### src/logic/cgr_map.svh
`ifndef CGR_MAP_SVH
`define CGR_MAP_SVH
`define OSC_DIV_CTRL_ADDR  8'hDC
`define CTRL_ADDR          8'hE0
`define STATUS_ADDR        8'hE4
`define OSC_DIV_RESET      8'h00
`define DIV_SEL_LSB        0
`define DIV_SEL_MSB        1
`define DIV_RSVD3_BIT      3
`define CTRL_OSC_OFF_BIT   0
// guard: minimum bus-clock ticks between two passed edges
`define GUARD_MIN_GAP      4'h4
// main edge missing after this many ticks means failure
`define MISS_LIMIT         4'hF
// backup oscillator: one enable every 16 ticks
`define BACKUP_DIV         4'hF
// stabilisation delay, in guard ticks taken before the divider
`define STAB_COUNT         12'hFFF
`define LVD_RISE_THR       8'hA0
`define LVD_FALL_THR       8'h90
`endif

### src/logic/cgr_pkg.sv
package cgr_pkg;
  typedef enum logic [1:0] {
    CLK_MAIN   = 2'b00,
    CLK_BACKUP = 2'b01
  } clk_src_e;
endpackage

### src/logic/clock_guard.sv
`timescale 1ns/1ps
`default_nettype none
`include "cgr_map.svh"
module clock_guard (
  // clock and reset
  input  wire logic       hclk,
  input  wire logic       hresetn,
  // sampled oscillator and control
  input  wire logic       osc_in_s,
  input  wire logic       guard_en,
  input  wire logic       main_osc_off,
  // conditioned edge enable and status
  output logic            tick,
  output logic            on_backup
);
  logic       osc_d;
  logic [3:0] gap;
  logic [3:0] miss;
  logic [3:0] bdiv;
  logic       rise;
  logic       next_tick;
  assign rise = osc_in_s & ~osc_d & ~main_osc_off;

  // pass decision; one spacing counter covers main and backup edges
  // so a source switch cannot squeeze two ticks together
  always_comb begin
    if (on_backup)
      next_tick = (bdiv == `BACKUP_DIV) && (gap == `GUARD_MIN_GAP);
    else if (guard_en) next_tick = rise && (gap == `GUARD_MIN_GAP);
    else next_tick = rise;
  end

  // edge history
  always_ff @(posedge hclk or negedge hresetn) begin
    if (!hresetn) osc_d <= 1'b0;
    else          osc_d <= osc_in_s;
  end

  // spacing and missing-edge counters
  always_ff @(posedge hclk or negedge hresetn) begin
    if (!hresetn) begin
      gap  <= 4'h0;
      miss <= 4'h0;
    end else begin
      if (rise) miss <= 4'h0;
      else if (miss != `MISS_LIMIT) miss <= miss + 4'h1;
      // restart spacing at the passed edge itself
      if (next_tick) gap <= 4'h1;
      else if (gap != `GUARD_MIN_GAP) gap <= gap + 4'h1;
    end
  end

  // backup selection
  always_ff @(posedge hclk or negedge hresetn) begin
    if (!hresetn) on_backup <= 1'b0;
    else if (guard_en && (main_osc_off || miss == `MISS_LIMIT))
      on_backup <= 1'b1;
    else if (rise) on_backup <= 1'b0;
  end

  // output edge enable
  always_ff @(posedge hclk or negedge hresetn) begin
    if (!hresetn) begin
      tick <= 1'b0;
      bdiv <= 4'h0;
    end else begin
      bdiv <= (bdiv == `BACKUP_DIV) ? 4'h0 : bdiv + 4'h1;
      tick <= next_tick;
    end
  end
endmodule
`default_nettype wire

### src/logic/stab_delay.sv
`timescale 1ns/1ps
`default_nettype none
`include "cgr_map.svh"
module stab_delay (
  // clock and reset
  input  wire logic       hclk,
  input  wire logic       hresetn,
  // control
  input  wire logic       restart,
  input  wire logic       step,
  // status
  output logic            done
);
  logic [11:0] cnt;
  always_ff @(posedge hclk or negedge hresetn) begin
    if (!hresetn) begin
      cnt  <= 12'h000;
      done <= 1'b0;
    end else if (restart) begin
      cnt  <= 12'h000;
      done <= 1'b0;
    end else if (step && !done) begin
      cnt  <= cnt + 12'h001;
      done <= (cnt == `STAB_COUNT - 12'h001);
    end
  end
endmodule
`default_nettype wire

### src/logic/clock_guard_and_reset_unit.sv
// Chosen here: the AHB-Lite slave port.
`timescale 1ns/1ps
`default_nettype none
`include "cgr_map.svh"
module clock_guard_and_reset_unit (
  // ahb-lite clock and reset
  input  wire logic        hclk,
  input  wire logic        hresetn,
  // ahb-lite slave
  input  wire logic        hsel,
  input  wire logic [31:0] haddr,
  input  wire logic [1:0]  htrans,
  input  wire logic        hwrite,
  input  wire logic [2:0]  hsize,
  input  wire logic [31:0] hwdata,
  input  wire logic        hready,
  output logic [31:0]      hrdata,
  output logic             hreadyout,
  output logic             hresp,
  // programming-time options
  input  wire logic        opt_guard_en,
  input  wire logic        opt_lvd_en,
  // pins and analog detector inputs
  input  wire logic        osc_in,
  input  wire logic        reset_pin_n_in,
  input  wire logic        por_detect,
  input  wire logic        watchdog_end,
  input  wire logic [7:0]  supply_level,
  // reset pin drive
  output logic             reset_pin_out,
  output logic             reset_pin_oe,
  // clock and reset outputs
  output logic             internal_clk_en,
  output logic             internal_reset,
  output logic             io_pullup_inputs,
  output logic             main_osc_enable,
  output logic             backup_osc_active,
  output logic             watchdog_clear,
  output logic [1:0]       clk_source
);
  // synchronisers
  logic [1:0] osc_sync;
  logic [1:0] pin_sync;
  logic [1:0] por_sync;
  logic [1:0] wdg_sync;
  logic [7:0] lvl_s1;
  logic [7:0] lvl_s2;
  // register state
  logic [7:0] osc_div_ctrl;
  logic       main_osc_off;
  // bus pipeline
  logic       ph_valid;
  logic       ph_write;
  logic [7:0] ph_addr;
  // reset and clock state
  logic       lvd_low;
  logic       any_src;
  logic       int_src;
  logic       tick;
  logic       on_backup;
  logic       stab_done;
  logic [1:0] div_cnt;
  logic       div_tick;
  logic       osc_off_eff;

  // divider ratio from select field
  function automatic logic [1:0] div_mask(input logic [1:0] sel);
    unique case (sel)
      2'b00:   div_mask = 2'b00;
      2'b01:   div_mask = 2'b01;
      2'b10:   div_mask = 2'b11;
      2'b11:   div_mask = 2'b11;
    endcase
  endfunction

  // two-flop synchronisers for pins and external detectors
  always_ff @(posedge hclk or negedge hresetn) begin
    if (!hresetn) begin
      osc_sync <= 2'b00;
      pin_sync <= 2'b11;
      por_sync <= 2'b00;
      wdg_sync <= 2'b00;
      lvl_s1   <= 8'h00;
      lvl_s2   <= 8'h00;
    end else begin
      osc_sync <= {osc_sync[0], osc_in};
      pin_sync <= {pin_sync[0], reset_pin_n_in};
      por_sync <= {por_sync[0], por_detect};
      wdg_sync <= {wdg_sync[0], watchdog_end};
      lvl_s1   <= supply_level;
      lvl_s2   <= lvl_s1;
    end
  end

  // low-voltage detector with hysteresis
  always_ff @(posedge hclk or negedge hresetn) begin
    if (!hresetn) lvd_low <= 1'b1;
    else if (lvd_low && lvl_s2 >= `LVD_RISE_THR) lvd_low <= 1'b0;
    else if (!lvd_low && lvl_s2 < `LVD_FALL_THR) lvd_low <= 1'b1;
  end

  assign int_src = por_sync[1] | wdg_sync[1] | (opt_lvd_en & lvd_low);
  assign any_src = int_src | ~pin_sync[1];

  assign osc_off_eff = main_osc_off & opt_guard_en;

  clock_guard u_guard (
    .hclk         (hclk),
    .hresetn      (hresetn),
    .osc_in_s     (osc_sync[1]),
    .guard_en     (opt_guard_en),
    .main_osc_off (osc_off_eff),
    .tick         (tick),
    .on_backup    (on_backup)
  );

  // programmable divider on the conditioned clock
  always_ff @(posedge hclk or negedge hresetn) begin
    if (!hresetn) begin
      div_cnt  <= 2'b00;
      div_tick <= 1'b0;
    end else if (tick) begin
      if ((div_cnt & div_mask(osc_div_ctrl[`DIV_SEL_MSB:`DIV_SEL_LSB]))
          == div_mask(osc_div_ctrl[`DIV_SEL_MSB:`DIV_SEL_LSB])) begin
        div_cnt  <= 2'b00;
        div_tick <= 1'b1;
      end else begin
        div_cnt  <= div_cnt + 2'b01;
        div_tick <= 1'b0;
      end
    end else begin
      div_tick <= 1'b0;
    end
  end

  stab_delay u_stab (
    .hclk    (hclk),
    .hresetn (hresetn),
    .restart (any_src),
    .step    (tick),
    .done    (stab_done)
  );

  // reset, pin and clock outputs
  always_ff @(posedge hclk or negedge hresetn) begin
    if (!hresetn) begin
      internal_reset    <= 1'b1;
      io_pullup_inputs  <= 1'b1;
      reset_pin_out     <= 1'b0;
      reset_pin_oe      <= 1'b1;
      watchdog_clear    <= 1'b1;
      main_osc_enable   <= 1'b1;
      backup_osc_active <= 1'b0;
      internal_clk_en   <= 1'b0;
      clk_source        <= cgr_pkg::CLK_MAIN;
    end else begin
      internal_reset   <= any_src | ~stab_done;
      io_pullup_inputs <= any_src | ~stab_done;
      reset_pin_out    <= 1'b0;
      reset_pin_oe     <= int_src;
      watchdog_clear   <= any_src | ~stab_done;
      main_osc_enable  <= any_src | ~osc_off_eff;
      backup_osc_active <= on_backup;
      internal_clk_en  <= div_tick;
      clk_source       <= on_backup ? cgr_pkg::CLK_BACKUP
                                    : cgr_pkg::CLK_MAIN;
    end
  end

  // ahb-lite address phase capture
  always_ff @(posedge hclk or negedge hresetn) begin
    if (!hresetn) begin
      ph_valid <= 1'b0;
      ph_write <= 1'b0;
      ph_addr  <= 8'h00;
    end else if (hready) begin
      ph_valid <= hsel & htrans[1];
      ph_write <= hwrite;
      ph_addr  <= haddr[7:0];
    end
  end

  // register writes, data phase
  always_ff @(posedge hclk or negedge hresetn) begin
    if (!hresetn) begin
      osc_div_ctrl <= `OSC_DIV_RESET;
      main_osc_off <= 1'b0;
    end else if (any_src) begin
      osc_div_ctrl <= `OSC_DIV_RESET;
      main_osc_off <= 1'b0;
    end else if (ph_valid && ph_write) begin
      if (ph_addr == `OSC_DIV_CTRL_ADDR)
        osc_div_ctrl <= hwdata[7:0];
      if (ph_addr == `CTRL_ADDR)
        main_osc_off <= hwdata[`CTRL_OSC_OFF_BIT];
    end
  end

  // read data; divider register is write-only
  always_ff @(posedge hclk or negedge hresetn) begin
    if (!hresetn) begin
      hrdata <= 32'h0000_0000;
    end else if (hready && hsel && htrans[1] && !hwrite) begin
      unique case (haddr[7:0])
        `CTRL_ADDR:   hrdata <= {31'h0000_0000, main_osc_off};
        `STATUS_ADDR: hrdata <= {27'h000_0000, lvd_low, stab_done,
                                 ~osc_off_eff, on_backup, internal_reset};
        default:      hrdata <= 32'h0000_0000;
      endcase
    end
  end

  // zero-wait, always okay
  always_ff @(posedge hclk or negedge hresetn) begin
    if (!hresetn) begin
      hreadyout <= 1'b1;
      hresp     <= 1'b0;
    end else begin
      hreadyout <= 1'b1;
      hresp     <= 1'b0;
    end
  end
endmodule
`default_nettype wire

### config.mk
export PLATFORM = sky130hd
export DESIGN_NAME = clock_guard_and_reset_unit
export DESIGN_NICKNAME = d
export VERILOG_FILES = /design/src/logic/cgr_pkg.sv /design/src/logic/clock_guard.sv /design/src/logic/stab_delay.sv /design/src/logic/clock_guard_and_reset_unit.sv
export VERILOG_INCLUDE_DIRS = /design/src /design/src/logic
export SDC_FILE = /design/constraint.sdc
export NUM_CORES = 1
export LEC_CHECK = 0
export ABC_AREA = 1
export BUFFER_PORTS_ARGS = -buffer_cell sky130_fd_sc_hd__buf_2
export CAP_MARGIN = 20
export CELL_PAD_IN_SITES_DETAIL_PLACEMENT = 1
export CELL_PAD_IN_SITES_GLOBAL_PLACEMENT = 1
export CORE_MARGIN = 2
export CORE_UTILIZATION = 35
export CTS_BUF_LIST = sky130_fd_sc_hd__clkbuf_16
export CTS_CLUSTER_SIZE = 16
export DETAILED_ROUTE_END_ITERATION = 10
export GPL_TIMING_DRIVEN = 0
export PLACE_DENSITY = 0.89
export SYNTH_ARGS = -nofsm -noshare
export SYNTH_HDL_FRONTEND = slang
export SYNTH_HIERARCHICAL = 1
export SYNTH_SLANG_ARGS = --single-unit
### constraint.sdc
create_clock -name hclk -period 1.79 [get_ports hclk]
set_input_delay 0.2685 -clock hclk [delete_from_list [all_inputs] [get_ports hclk]]
set_output_delay 0.2685 -clock hclk [all_outputs]
set_load 0.05 [all_outputs]
After elaboration in Yosys (flattened, before gate mapping)
Index checks and enable logic that the tools add are counted.
{ "word_totals": {"regBits": 107, "inputBits": 88, "output_inout_bits": 44} }
{ "op_classes": {"addsub": 5, "magnitude_cmp": 2, "n_eq_ne": 14, "n_mux": 28, "bitwise": 15, "n_reduce_logical": 26} }
{ "ops": {"columns": ["op", "count"], "rows": [
  ["8-bit equality test (second input constant)", 4],
  ["12-bit 2-to-1 mux", 2],
  ["4-bit 2-to-1 mux", 5],
  ["2-bit nonzero test", 8],
  ["1-bit 2-to-1 mux", 14],
  ["12-bit by 1-bit adder with 12-bit output (second input constant)", 1],
  ["4-bit by 1-bit adder with 4-bit output (second input constant)", 3],
  ["12-bit equality test (second input constant)", 1],
  ["1-bit logical AND", 10],
  ["2-bit 2-to-1 mux", 5],
  ["5-bit case mux with 2 select lines", 1],
  ["4-bit equality test (second input constant)", 2],
  ["8-bit >= comparator (second input constant)", 1],
  ["8-bit less-than comparator (second input constant)", 1],
  ["2-bit case mux with 3 select lines", 1],
  ["1-bit AND", 5],
  ["1-bit OR", 5],
  ["2-bit equality test (second input constant)", 2],
  ["4-bit by 3-bit equality test with 1-bit output (second input constant)", 1],
  ["4-bit by 3-bit != test with 1-bit output (second input constant)", 1],
  ["4-bit != test (second input constant)", 1],
  ["1-bit inverter", 4],
  ["2-bit AND reduction", 2],
  ["1-bit logical NOT", 3],
  ["7 further kinds", 7]
]} }

Logic depth before layout (Yosys ltp)
{ "depth": {"ltp_word": 8, "depth_mapped": 9} }

Cells and area by module
Netlist, hierarchy kept.
{ "by_module_without_submodules": {"columns": ["mod", "instances", "cells_each", "area_each_um2"], "rows": [
  ["clock_guard_and_reset_unit", 1, 209, 1890.6],
  ["clock_guard", 1, 88, 755.7],
  ["stab_delay", 1, 97, 745.7]
]} }

Worst setup path before layout
No wires, ideal clock.
{ "synth_path": {"path_type": "flip-flop to flip-flop", "startpoint": "register pin_sync[1]", "endpoint": "register u_stab.cnt[4]", "setup_ns": 0.077, "arrival_time_ns": 1.383, "required_time_ns": 1.713, "path_slack_ns": 0.329, "stages_incl_launch_ff": 9, "period_less_slack_ns": 1.461, "path_cell_list": "dfstp_2 -> inv_1 -> nor2_1 -> inv_1 -> inv_1 -> nand2_1 -> nand3_1 -> o21ai_0 -> a21oi_1"} }
{ "synth_between": {"elab_chain_cells": 3} }
{ "synth_lines": {"columns": ["element", "line", "source"], "rows": [
  ["from (decl)", "clock_guard_and_reset_unit.sv:43", "logic [1:0] pin_sync;"],
  ["from (signal assigned)", "clock_guard_and_reset_unit.sv:87", "pin_sync <= {pin_sync[0], reset_pin_n_in};"],
  ["1-bit inverter *", "clock_guard_and_reset_unit.sv:103", "assign any_src = int_src | ~pin_sync[1];"],
  ["1-bit OR *", "clock_guard_and_reset_unit.sv:103", null],
  ["net any_src", "clock_guard_and_reset_unit.sv:57", "logic any_src;"],
  ["12-bit 2-to-1 mux or 2-bit nonzero test (tied branches)", null, null],
  ["to (signal assigned)", "stab_delay.sv:23", "cnt <= cnt + 12'h001;"],
  ["to (decl)", "stab_delay.sv:14", "logic [11:0] cnt;"]
]} }
The timed path passes the listed nets; every way through them passes the cells marked *.
A chain may end at the register's enable or synchronous reset.

Worst setup path in the final report
{ "layout_path": {"startpoint": "register lvd_low", "endpoint": "register u_stab.cnt[4]"} }
{ "layout_between": {"elab_chain_cells": 4} }
{ "layout_lines": {"columns": ["element", "line", "source"], "rows": [
  ["from (decl)", "clock_guard_and_reset_unit.sv:56", "logic lvd_low;"],
  ["from (signal assigned)", "clock_guard_and_reset_unit.sv:97", "if (!hresetn) lvd_low <= 1'b1;"],
  ["from (signal assigned)", "clock_guard_and_reset_unit.sv:98", "else if (lvd_low && lvl_s2 >= `LVD_RISE_THR) lvd_low <= 1'b0;"],
  ["from (signal assigned)", "clock_guard_and_reset_unit.sv:99", "else if (!lvd_low && lvl_s2 < `LVD_FALL_THR) lvd_low <= 1'b1;"],
  ["1-bit AND *", "clock_guard_and_reset_unit.sv:102", "assign int_src = por_sync[1] | wdg_sync[1] | (opt_lvd_en & lvd_low);"],
  ["1-bit OR *", "clock_guard_and_reset_unit.sv:102", null],
  ["net int_src", "clock_guard_and_reset_unit.sv:58", "logic int_src;"],
  ["1-bit OR *", "clock_guard_and_reset_unit.sv:103", null],
  ["net any_src", "clock_guard_and_reset_unit.sv:57", null],
  ["12-bit 2-to-1 mux or 2-bit nonzero test (tied branches)", null, null]
]} }
Marked as above.

==> flow_summary.yaml <==
outcome:
  status: "finished, final reports clean"
grt:
  grt.total_usage: 0.171
  grt_max_degree: 72
  grt_pass1_wl_um: 13700
  overflow: 0
  first_global_vias: 2979
  antenna_found_initial: 0
die:
  fp.dieH_um: 102
  io-pin-count: 132
  die_area_mm2: 0.0105
  dieWidth_um: 102
  core_area_mm2: 0.00933
  num_rows: 35
  start_util: 0.364
place:
  dp.cells: 590
  postPlaceCellArea_mm2: 0.00385
  io_buffers: 38
  pre_cts_ws_ps: -117
  dp_hpwl_um: 5590
  place_congestion: 0.773
sta:
  rsz0062_at_grt: "false"
  fin_tns_setup_ps: 0
  timing.slew.headroom: 0.414
  skew_ps: 6.95
  setup_ws_ps: 171
  hold_viol_final: 0
  setup_viol: 0
  report.final.slew_viol_count: 0
  period_share: 0.904
  worst_pin_slew_ps: 879
  fmax_mhz: 618
  min_period_ps: 1620
setup_path:
  reg2reg_to: "u_stab/cnt[4]"
  crit_family: "flip-flops"
  crit_path_top_delay_cell: "dfstp_2"
  crit_arrival_ps: 1840
  cpPeakStageDelay_ps: 560
  critPathCaptureType: "register"
  crit_chain: "nand2_1 -> nand2_1 -> nor2_4 -> inv_1 -> inv_1 -> nand2_2 -> nand3_1 -> o21ai_0 -> a21oi_1"
  cp-start-kind: "register"
  critPathRequiredTime_ps: 2010
  reg2reg_depth: 9
  reg2reg_from: "lvd_low"
  path_buf_inv: 2
  r2r_slack_ps: 170
  crit_start: "lvd_low"
  path_max_fanout: 4
  path_class: "reg -> reg"
clock_network:
  cts.path.max_buffers: 2
  clock_latency_ps: 340
  path_clk_slew_ps: 50
  cts_tree: "yes"
  cts_root_buffer: "clkbuf_16"
  cts_hold_buffers: 0
  cts_buffers: 9
  clock-sinks: 71
  h-tree-depth: 3
final_layout:
  nFillCells: 1147
  drive_gt1_frac: 0.247
  area_growth_pct: 23.4
  final_common_cell: "nand2_1"
  nNetsFinal: 567
  antenna_cells: 0
  final_cell_mix: "nand2_1 (102), dfrtp_1 (65), inv_1 (52)"
  fin_area_mm2: 0.00419
  final_cells: 607
flow_run:
  cap_violations: 0
hold_path:
  min-delay-start: "reset_pin_n_in"
  holdPathEnd: "pin_sync[0]"
  min_path_cells: 1
  hold_class: "in -> reg"
synth:
  ys_seq_elements: 71
  syn_inst: 394
  synth_cell_types: 28
  avgSynthCellArea_um2: 8.61
  ys_seq_area_frac: 0.526
  synth_area_mm2: 0.00339
  synth_warnings: 6
route:
  remaining_drc_errors: 0
  drt-wirelength-per-cell_um: 13.1
  routed_wl_um: 7980
  num_vias: 2691
  drt-initial-drc-count: 106
  drt-pass1-iter-count: 4
  drtAntennaViolNets: 0
  viasPerCell: 4.43
pwr:
  power_w: 0.00451
  p_per_area_mw_per_mm2: 1080
  vdd_drop_max_uv: 386
  p_leak_nw: 2.23
## per-stage QoR
| step | hold slack [ps] | utilization |
|---|---|---|
| 3_3_place_gp | 333 | 0.413 |
| 2_1_floorplan | -27.1 | - |
| 3_5_place_dp | 336 | 0.413 |
| 6_report | 33.2 | 0.449 |
| 5_1_grt | 27.0 | 0.449 |
| 4_1_cts | 21.4 | 0.448 |
## flip-flops by register name, summed over array words and instances, names as in the netlist, 2 cells and up
name	count
div_cnt	2
hrdata	5
lvl_s1	4
lvl_s2	4
osc_div_ctrl	2
osc_sync	2
ph_addr	8
pin_sync	2
por_sync	2
u_guard/bdiv	4
u_guard/gap	4
u_guard/miss	4
u_stab/cnt	12
wdg_sync	2
## cells in the mapped netlist, drive strengths merged
library cell	number	share of area
clkbuf	1	0.0011
o21ai	23	0.035
conb	2	0.0022
nand3	17	0.034
a21oi	6	0.0089
inv	58	0.064
xnor2	1	0.0026
dfrtp	65	0.48
nand2	109	0.13
dfstp	6	0.046
and3	1	0.0018
or2	1	0.0018
xor2	2	0.0052
buf	35	0.077
nand4	8	0.015
ha	6	0.022
o31ai	2	0.0044
nor2	49	0.066
nor3	2	0.0030
## how the worst max path moves through the flow
stage | endpoint | slack (ps) | cells past startpoint
6_report | u_stab/cnt[4] | 170 | 9
5_1_grt | u_stab/cnt[4] | 50 | 9
4_1_cts | u_stab/cnt[4] | 90 | 9
3_5_place_dp | u_stab/cnt[4] | -120 | 9
3_3_place_gp | u_stab/cnt[4] | -20 | 9
2_1_floorplan | u_stab/cnt[4] | 330 | 8
## routing by layer
| metal | vias to the layer above | global-route usage | routed length [µm] | share of wire |
|---|---|---|---|---|
| met5 | - | 0 | 0 | 0 |
| met4 | 0 | 0.0954 | 165 | 0.021 |
| met3 | 16 | 0.0328 | 247 | 0.031 |
| met2 | 50 | 0.314 | 4440 | 0.56 |
| met1 | 1320 | 0.182 | 3120 | 0.39 |
| li1 | 1305 | - | - | - |
## timing repair
item | 4_1_cts | 5_1_grt
buffers inserted | 0 | 1
pin swaps | 0 | 1
endpoints found under the setup margin | 11 | 1
gates resized for setup | 2 | 1
## power breakdown
group / internal, W / switching (W)
Combinational: 0.000253 / 0.000519
Sequential: 0.00175 / 0.000113
Clock: 0.00121 / 0.000670
## worst register-to-register path: stages (launching register included)
cell     delay (ps)
dfstp_2         560
nand2_1          90
nand2_1         150
nor2_4           60
inv_1           120
inv_1           100
nand2_2         110
nand3_1          90
o21ai_0         160
a21oi_1          60
## logic make-up after synthesis
logic type               Yosys count  synth area share
AO/OA/AOI/OAI                     31            0.0483
other                              2           0.00221
flip-flops                        71             0.526
XOR/XNOR                           3           0.00775
buffers and inverters             94             0.143
AND/OR/NAND/NOR                  187             0.251
adder cells (fa/ha/maj)            6            0.0221
## area by class of cell
cell class,instances,area [µm²],area share
Sequential cell,71,1780,0.426
Multi-Input combinational cell,258,1240,0.297
Buffer,36,267,0.0637
Clock buffer,9,225,0.0538
Inverter,58,218,0.0520
Timing Repair Buffer,39,200,0.0478
Tap cell,129,161,0.0386
Clock inverter,7,87.6,0.0209
Note: power is estimated with default switching activity, not from simulation.
